<file path="src/logic/wdcops_regs.svh">
// Constants for the watchdog clear and file register operation slice
`ifndef WDCOPS_REGS_SVH
`define WDCOPS_REGS_SVH
// Instruction encodings
`define WDCOPS_WDT_CLEAR_WORD 14'h0064
`define WDCOPS_COMPLEMENT_TOP 6'h09
`define WDCOPS_DECSKIP_TOP 6'h0b
`define WDCOPS_DEST_BIT 7
// Register port offsets
`define WDCOPS_OFF_STATUS 4'h0
`define WDCOPS_OFF_ACCUM 4'h4
`define WDCOPS_OFF_WDOG 4'h8
// Status field positions
`define WDCOPS_BIT_NULL 0
`define WDCOPS_BIT_SLEEP 3
`define WDCOPS_BIT_TIMEOUT 4
// Reset values and the watchdog clear value
`define WDCOPS_RST_STATUS 8'h18
`define WDCOPS_RST_ACCUM 8'h00
`define WDCOPS_WDT_CLEARED 8'h00
// Phase timing: four clocks per instruction cycle
`define WDCOPS_PHASES 3'h4
`endif

</file>
<file path="src/logic/wdcops_pkg.sv">
// Types for the watchdog clear and file register operation slice
package wdcops_pkg;
   typedef enum logic [1:0] {
      WDCOPS_Q1 = 2'b00,
      WDCOPS_Q2 = 2'b01,
      WDCOPS_Q3 = 2'b10,
      WDCOPS_Q4 = 2'b11
   } wdcops_phase_t;
   typedef enum logic [1:0] {
      WDCOPS_OP_NOP = 2'b00,
      WDCOPS_OP_WDT_CLEAR = 2'b01,
      WDCOPS_OP_COMPLEMENT = 2'b10,
      WDCOPS_OP_DECSKIP = 2'b11
   } wdcops_op_t;
   typedef struct packed {
      wdcops_op_t op;
      logic dest_file;
      logic [6:0] addr;
   } wdcops_decoded_t;
   typedef struct packed {
      logic [7:0] value;
      logic is_null;
   } wdcops_result_t;
endpackage

</file>
<file path="src/logic/wdcops_core.sv">
// Execution slice for watchdog clear, complement and decrement-skip
//
// Operation
// - Watchdog clear loads the watchdog counter with zero so the timeout restarts.
// - Watchdog clear also zeroes the prescaler assigned to the watchdog.
// - Watchdog clear sets timeout and sleep-entered flags and leaves other flags alone.
// - Complement (00 1001 d fffffff) inverts the file register and updates the null flag.
// - Complement writes the accumulator when d is 0 and the file register when d is 1.
// - Decrement-skip (00 1011 d fffffff) subtracts one from the file register.
// - Decrement-skip writes the accumulator when d is 0 and the file register when d is 1.
// - A zero decrement result turns the next fetched instruction into a no-operation.
// - A nonzero decrement result lets the next instruction run, one cycle in total.
// - Each instruction cycle is decode, read, process, write; a skip cycle does nothing.
//
// Decided for this implementation: the address map and the strobed register port.
`timescale 1ns/1ns
`include "wdcops_regs.svh"
module wdcops_core #(
   parameter int PRESC_W = 8,
   parameter int WDOG_W = 8
) (
   input wire logic clock,
   input wire logic rstn,
   input wire logic [13:0] instr_word,
   output wdcops_pkg::wdcops_phase_t phase,
   output logic instr_skipped,
   output logic [6:0] file_addr,
   output logic file_rd_en,
   input wire logic [7:0] file_rd_data,
   output logic file_wr_en,
   output logic [7:0] file_wr_data,
   output logic [7:0] accumulator,
   output logic timeout_flag,
   output logic sleep_entered_flag,
   output logic result_null_flag,
   input wire logic [3:0] reg_addr,
   input wire logic [7:0] reg_wdata,
   input wire logic reg_wr,
   input wire logic reg_rd,
   output logic [7:0] reg_rdata
);
   wdcops_pkg::wdcops_decoded_t dec_q;
   wdcops_pkg::wdcops_result_t alu_res;
   wdcops_pkg::wdcops_result_t res_q;
   logic skip_q;
   logic skipped_q;
   logic [7:0] acc_q;
   logic [7:0] wr_data_q;
   logic wr_en_q;
   logic flag_to_q;
   logic flag_pd_q;
   logic flag_null_q;
   logic [PRESC_W-1:0] presc_q;
   logic [WDOG_W-1:0] wdog_q;
   logic [7:0] rdata_q;
   logic commit;
   logic wdt_clear_now;
   logic sw_status_wr;
   logic sw_acc_wr;

   wdcops_phase_gen u_phase (
      .clock(clock),
      .rstn(rstn),
      .phase(phase)
   );

   wdcops_alu #(.WIDTH(8)) u_alu (
      .op(dec_q.op),
      .operand(file_rd_data),
      .result(alu_res)
   );

   assign commit = (phase == wdcops_pkg::WDCOPS_Q4);
   assign wdt_clear_now = commit && (dec_q.op == wdcops_pkg::WDCOPS_OP_WDT_CLEAR);
   assign sw_status_wr = reg_wr && (reg_addr == `WDCOPS_OFF_STATUS);
   assign sw_acc_wr = reg_wr && (reg_addr == `WDCOPS_OFF_ACCUM);

   // Q1 decode; a pending skip replaces the fetched word with a no-operation
   always_ff @(posedge clock or negedge rstn) begin
      if (!rstn) begin
         dec_q <= '0;
      end else if (phase == wdcops_pkg::WDCOPS_Q1) begin
         dec_q.addr <= instr_word[6:0];
         dec_q.dest_file <= instr_word[`WDCOPS_DEST_BIT];
         if (skip_q) begin
            dec_q.op <= wdcops_pkg::WDCOPS_OP_NOP;
         end else if (instr_word == `WDCOPS_WDT_CLEAR_WORD) begin
            dec_q.op <= wdcops_pkg::WDCOPS_OP_WDT_CLEAR;
         end else if (instr_word[13:8] == `WDCOPS_COMPLEMENT_TOP) begin
            dec_q.op <= wdcops_pkg::WDCOPS_OP_COMPLEMENT;
         end else if (instr_word[13:8] == `WDCOPS_DECSKIP_TOP) begin
            dec_q.op <= wdcops_pkg::WDCOPS_OP_DECSKIP;
         end else begin
            dec_q.op <= wdcops_pkg::WDCOPS_OP_NOP;
         end
      end
   end

   // Skip request lives from Q4 of the decrement to Q1 of the next cycle
   always_ff @(posedge clock or negedge rstn) begin
      if (!rstn) begin
         skip_q <= 1'b0;
         skipped_q <= 1'b0;
      end else begin
         if (commit && dec_q.op == wdcops_pkg::WDCOPS_OP_DECSKIP) begin
            skip_q <= res_q.is_null;
         end else if (phase == wdcops_pkg::WDCOPS_Q1) begin
            skip_q <= 1'b0;
         end
         if (phase == wdcops_pkg::WDCOPS_Q1) begin
            skipped_q <= skip_q;
         end
      end
   end

   // Q2 read of the source register
   assign file_addr = dec_q.addr;
   assign file_rd_en = (phase == wdcops_pkg::WDCOPS_Q2) &&
                       (dec_q.op == wdcops_pkg::WDCOPS_OP_COMPLEMENT ||
                        dec_q.op == wdcops_pkg::WDCOPS_OP_DECSKIP);

   // Q3 process: read data arrives in this phase and is latched
   always_ff @(posedge clock or negedge rstn) begin
      if (!rstn) begin
         res_q <= '0;
      end else if (phase == wdcops_pkg::WDCOPS_Q3) begin
         res_q <= alu_res;
      end
   end

   // Q4 write to file register when the destination bit is set
   always_ff @(posedge clock or negedge rstn) begin
      if (!rstn) begin
         wr_en_q <= 1'b0;
         wr_data_q <= 8'h00;
      end else begin
         wr_en_q <= commit && dec_q.dest_file &&
                    (dec_q.op == wdcops_pkg::WDCOPS_OP_COMPLEMENT ||
                     dec_q.op == wdcops_pkg::WDCOPS_OP_DECSKIP);
         if (commit) begin
            wr_data_q <= res_q.value;
         end
      end
   end

   // Accumulator: the instruction write wins over a software write
   always_ff @(posedge clock or negedge rstn) begin
      if (!rstn) begin
         acc_q <= `WDCOPS_RST_ACCUM;
      end else if (commit && !dec_q.dest_file &&
                   (dec_q.op == wdcops_pkg::WDCOPS_OP_COMPLEMENT ||
                    dec_q.op == wdcops_pkg::WDCOPS_OP_DECSKIP)) begin
         acc_q <= res_q.value;
      end else if (sw_acc_wr) begin
         acc_q <= reg_wdata;
      end
   end

   // Status flags: hardware updates take priority over software writes
   always_ff @(posedge clock or negedge rstn) begin
      if (!rstn) begin
         flag_to_q <= 1'(`WDCOPS_RST_STATUS >> `WDCOPS_BIT_TIMEOUT);
         flag_pd_q <= 1'(`WDCOPS_RST_STATUS >> `WDCOPS_BIT_SLEEP);
         flag_null_q <= 1'b0;
      end else begin
         if (wdt_clear_now) begin
            flag_to_q <= 1'b1;
            flag_pd_q <= 1'b1;
         end else if (sw_status_wr) begin
            flag_to_q <= reg_wdata[`WDCOPS_BIT_TIMEOUT];
            flag_pd_q <= reg_wdata[`WDCOPS_BIT_SLEEP];
         end
         // Decrement-skip deliberately leaves the null flag alone
         if (commit && dec_q.op == wdcops_pkg::WDCOPS_OP_COMPLEMENT) begin
            flag_null_q <= res_q.is_null;
         end else if (sw_status_wr) begin
            flag_null_q <= reg_wdata[`WDCOPS_BIT_NULL];
         end
      end
   end

   // Watchdog prescaler and counter; timeout handling lives elsewhere
   always_ff @(posedge clock or negedge rstn) begin
      if (!rstn) begin
         presc_q <= '0;
         wdog_q <= '0;
      end else if (wdt_clear_now) begin
         presc_q <= '0;
         wdog_q <= WDOG_W'(`WDCOPS_WDT_CLEARED);
      end else begin
         presc_q <= presc_q + PRESC_W'(1);
         if (presc_q == '1) begin
            wdog_q <= wdog_q + WDOG_W'(1);
         end
      end
   end

   // Register port read: data one cycle after the strobe, zero elsewhere
   always_ff @(posedge clock or negedge rstn) begin
      if (!rstn) begin
         rdata_q <= 8'h00;
      end else if (reg_rd && reg_addr == `WDCOPS_OFF_STATUS) begin
         rdata_q <= 8'h00;
         rdata_q[`WDCOPS_BIT_TIMEOUT] <= flag_to_q;
         rdata_q[`WDCOPS_BIT_SLEEP] <= flag_pd_q;
         rdata_q[`WDCOPS_BIT_NULL] <= flag_null_q;
      end else if (reg_rd && reg_addr == `WDCOPS_OFF_ACCUM) begin
         rdata_q <= acc_q;
      end else if (reg_rd && reg_addr == `WDCOPS_OFF_WDOG) begin
         rdata_q <= 8'(wdog_q);
      end else begin
         rdata_q <= 8'h00;
      end
   end

   assign instr_skipped = skipped_q;
   assign file_wr_en = wr_en_q;
   assign file_wr_data = wr_data_q;
   assign accumulator = acc_q;
   assign timeout_flag = flag_to_q;
   assign sleep_entered_flag = flag_pd_q;
   assign result_null_flag = flag_null_q;
   assign reg_rdata = rdata_q;
endmodule // wdcops_core

</file>
<file path="src/logic/wdcops_phase_gen.sv">
// Four-phase instruction cycle sequencer
`timescale 1ns/1ns
module wdcops_phase_gen (
   input wire logic clock,
   input wire logic rstn,
   output wdcops_pkg::wdcops_phase_t phase
);
   wdcops_pkg::wdcops_phase_t phase_q;

   // Free running: phase order never depends on the instruction
   always_ff @(posedge clock or negedge rstn) begin
      if (!rstn) begin
         phase_q <= wdcops_pkg::WDCOPS_Q1;
      end else begin
         case (phase_q)
            wdcops_pkg::WDCOPS_Q1: phase_q <= wdcops_pkg::WDCOPS_Q2;
            wdcops_pkg::WDCOPS_Q2: phase_q <= wdcops_pkg::WDCOPS_Q3;
            wdcops_pkg::WDCOPS_Q3: phase_q <= wdcops_pkg::WDCOPS_Q4;
            default: phase_q <= wdcops_pkg::WDCOPS_Q1;
         endcase
      end
   end

   assign phase = phase_q;
endmodule // wdcops_phase_gen

</file>
<file path="src/logic/wdcops_alu.sv">
// Complement and decrement datapath with null detect
`timescale 1ns/1ns
module wdcops_alu #(
   parameter int WIDTH = 8
) (
   input wdcops_pkg::wdcops_op_t op,
   input wire logic [WIDTH-1:0] operand,
   output wdcops_pkg::wdcops_result_t result
);
   logic [WIDTH-1:0] value;

   always_comb begin
      case (op)
         wdcops_pkg::WDCOPS_OP_COMPLEMENT: value = ~operand;
         wdcops_pkg::WDCOPS_OP_DECSKIP: value = operand - {{(WIDTH-1){1'b0}}, 1'b1};
         default: value = operand;
      endcase
   end

   assign result.value = value;
   assign result.is_null = (value == '0);
endmodule // wdcops_alu

</file>
<file path="config.mk">
export PLATFORM = sky130hd
export DESIGN_NAME = wdcops_core
export DESIGN_NICKNAME = d
export VERILOG_FILES = /design/src/logic/wdcops_pkg.sv /design/src/logic/wdcops_core.sv /design/src/logic/wdcops_phase_gen.sv /design/src/logic/wdcops_alu.sv
export VERILOG_INCLUDE_DIRS = /design/src /design/src/logic
export SDC_FILE = /design/constraint.sdc
export NUM_CORES = 1
export LEC_CHECK = 0
export BUFFER_PORTS_ARGS = -buffer_cell sky130_fd_sc_hd__buf_2
export CAP_MARGIN = 20
export CORE_ASPECT_RATIO = 1.1
export CORE_UTILIZATION = 57
export DETAILED_ROUTE_END_ITERATION = 6
export GPL_ROUTABILITY_DRIVEN = 1
export PLACE_DENSITY_LB_ADDON = 0.25
export RECOVER_POWER = 25
export REMOVE_ABC_BUFFERS = 1
export SYNTH_ARGS = -nofsm -noshare
export SYNTH_HDL_FRONTEND = slang
export SYNTH_SLANG_ARGS = --single-unit
</file>
<file path="constraint.sdc">
create_clock -name clock -period 3.1 [get_ports clock]
set_input_delay 0.775 -clock clock [delete_from_list [all_inputs] [get_ports clock]]
set_output_delay 0.775 -clock clock [all_outputs]
set_load 0.05 [all_outputs]
</file>
==> flow_summary_export.csv <==
group,metric,value,unit
hold_path,hp-class,"reg2reg",
clocking,cts-root-buf,"clkbuf_8",
finish,nets,402,
finish,post-route-util,73.0,%
drt,viasPerCell,5.41,
sta,setup_tns,0,ns
logic_synthesis,synth_most_common_cell,"dfrtp_1",
critical_path,crit_fanout,15,
run_status,status,"completed",
clocking,clk_latency,0.34,ns
hold_path,min_from,"presc_q[0]$_DFF_PN0_",
global_routing,grt.busiest_layer,"met2",
sta,finalCritPeriodShare,69.6,%
finish,n_fill_cell,374,
critical_path,worstPathArrival,1.38,ns
critical_path,required,2.32,ns
global_routing,antenna_found_initial,0,
sta,fin_crit,2.16,ns
logic_synthesis,ys.flop_type,"dfrtp_1",
floorplan,initial_core_util,60.8,%
clocking,ctsHoldBuffers,0,
critical_path,reg2reg_slack,1.18,ns
logic_synthesis,synth_top_cell_by_area,"dfrtp_1",
logic_synthesis,ys_ff_latch,67,
critical_path,timing.rr.end,"res_q[0]$_DFFE_PN0P_",
placement,hpwlAfterDp,4740,um
clocking,cts_tree,"yes",
global_routing,grt_usage,24.5,%
logic_synthesis,synth-edff-count,0,
sta,setup_viol_count_final,0,
power_and_ir_drop,p_leak,1.88,nW
logic_synthesis,synth_area,3120,um^2
global_routing,grt_pass1_wl,10600,um
logic_synthesis,synthesis.instances,281,
drt,vias,2346,
logic_synthesis,synthTopCellsByCount,"dfrtp_1, nor2_1, mux2_2",
flow_run,drv_cap,0,
power_and_ir_drop,power_density,574,nW/um^2
global_routing,grt_util_met1,32.6,%
global_routing,grt.overflow.total,0,
floorplan,ios,77,
clocking,cts_setup_buffers,0,
critical_path,end_kind,"primary output",
sta,slew_viol_final,0,
clocking,post_cts_resized,0,
power_and_ir_drop,vdd.ir_drop.worst,0.356,mV
logic_synthesis,ys_types,41,
critical_path,cpMaxStageDelayCell,"dfrtp_1",
global_routing,grt_pass1_vias,2217,
critical_path,path_cells,"and2_1 -> buf_2",
global_routing,grt_max_degree,29,
finish,stdcell_area,3750,um^2
drt,routedWlPerCell,14.7,um
hold_path,min_to,"presc_q[0]$_DFF_PN0_",
logic_synthesis,synth_top_area_share,52.1,%
drt,drc,0,
hold_path,hold_depth,1,
logic_synthesis,ys_seq_area_share,53.8,%
sta,hold_viol,0,
drt,routed_wl,6390,um
logic_synthesis,yosys_warnings,0,
power_and_ir_drop,power,2.15,mW
drt,drtAntennaViolNets,0,
finish,syn2layout_area_growth,20.2,%
logic_synthesis,synthTopCellsByArea,"dfrtp_1, mux2_2, xnor2_1",
floorplan,dieArea,5770,um^2
sta,worst_pin_slew,1.47,ns
placement,dpl_cell_area,3530,um^2
critical_path,crit_type,"reg2out",
global_routing,gr-usage-met3,5.81,%
clocking,clk_path_buf_depth,2,
floorplan,num_rows,27,
logic_synthesis,avgSynthCellArea,11.1,um^2
sta,grt_setup_unrepaired,"no",
clocking,htreeDepth,3,
finish,drive_gt1_share,34.8,%
sta,slew_headroom,1.84,%
placement,place.gp.congestion,0.787,
critical_path,startpoint_type,"flop",
sta,skew,0.00718,ns
drt,drt-initial-drc-count,129,
floorplan,core_area,5130,um^2
clocking,cts_sinks,67,
critical_path,r2r-start,"dec_q[9]$_DFFE_PN0P_",
finish,diodes,0,
critical_path,rr_worst_depth,5,
floorplan,fp.dieH,79.6,um
sta,fmax,463,MHz
clocking,numCtsBuffers,9,
global_routing,use_met2,39.3,%
clocking,path_clk_slew,0.07,ns
placement,io_buffers,76,
logic_synthesis,synth-async-reset-ratio,100,%
critical_path,worst_path_largest_cell_delay,0.61,ns
floorplan,die_w,72.5,um
drt,firstDrtPassIters,4,
## kinds of logic (layout without fill, tap and decap cells)
kind of cell    Yosys count  after routing  synth area share [%]
xor+xnor                 20             20                  5.61
simple gates             81             81                  13.2
mux                      32             32                  11.1
buf+inv                  31            112                  4.69
compound gates           43             43                  8.82
flops                    67             67                  53.8
fa+ha+maj                 7              7                  2.81
## per-stage QoR
| step | worst slack, ns | cells | hold slack (ns) |
|---|---|---|---|
| 2_1_floorplan | 0.682 | 264 | 0.425 |
| 3_3_place_gp | 0.935 | 417 | 0.446 |
| 3_5_place_dp | 0.906 | 417 | 0.454 |
| 4_1_cts | 0.924 | 433 | 0.448 |
| 5_1_grt | 0.879 | 434 | 0.504 |
| 6_report | 0.942 | 434 | 0.470 |
## worst max-delay path: cells and delay by family (launching register included)
family | cells | cell delay, ns
buffers and inverters | 1 | 0.25
flip-flops | 1 | 0.61
AND/OR/NAND/NOR | 1 | 0.19
## final cells by class
| class | instances | area, um^2 | share of cell area (%) |
|---|---|---|---|
| Inverter | 14 | 52.6 | 1.40 |
| Multi-Input combinational cell | 183 | 1290 | 34.5 |
| Timing Repair Buffer | 82 | 420 | 11.2 |
| Sequential cell | 67 | 1680 | 44.8 |
| Clock inverter | 4 | 47.5 | 1.27 |
| Clock buffer | 12 | 165 | 4.40 |
| Tap cell | 72 | 90.1 | 2.40 |
## layer usage
layer,vias up,part of all wire (%)
met5,-,0
met4,0,0.47
met3,2,5.4
met2,81,50
met1,1133,44
li1,1130,-
## state kept, by name, summed over array words and instances (netlist names)
name                cells
instr_skipped           1
res_q                   9
u_phase.phase           2
wdog_q                  8
file_addr               7
dec_q                   3
presc_q                 8
timeout_flag            1
skip_q                  1
file_wr_data            8
reg_rdata               8
accumulator             8
file_wr_en              1
result_null_flag        1
sleep_entered_flag      1
## worst max-delay path by stage
stage                               startpoint                         end  depth (start not counted)
floorplan           u_phase.phase[0]$_DFF_PN0_  accumulator[0]$_DFFE_PN0P_                          5
global placement               file_rd_data[1]        res_q[0]$_DFFE_PN0P_                          7
detailed placement             file_rd_data[3]        res_q[0]$_DFFE_PN0P_                          6
CTS                       dec_q[9]$_DFFE_PN0P_                  file_rd_en                          2
global route              dec_q[9]$_DFFE_PN0P_                  file_rd_en                          2
finish                    dec_q[9]$_DFFE_PN0P_                  file_rd_en                          2
## power by group
part           switching (mW)  total (mW)  internal, mW  leakage, nW
logic                   0.264       0.374         0.110        0.930
registers              0.0679        1.02         0.957        0.843
clock network           0.319       0.753         0.434        0.108
total                   0.651        2.15          1.50         1.88
## placed cells by master (no fill, tap or decap), types with 2 or more instances in the layout
cell type,instances
inv_1,11
nand2_1,16
o21ai_1,14
nand3_1,9
ha_1,7
o22ai_1,2
nand3b_1,4
buf_4,5
dfrtp_1,65
mux2_2,20
a22o_1,5
or3_1,2
a21oi_1,10
and3_1,5
xnor2_1,13
inv_2,3
xor2_1,7
nand4_1,4
clkinv_2,2
a31oi_1,3
mux2i_1,11
o21ai_0,3
clkbuf_8,12
nor4_1,3
nor2_1,25
dfstp_2,2
buf_2,75
nor3_1,5
a222oi_1,3
clkbuf_1,2
No activity file was read; power rests on OpenSTA's default activity.
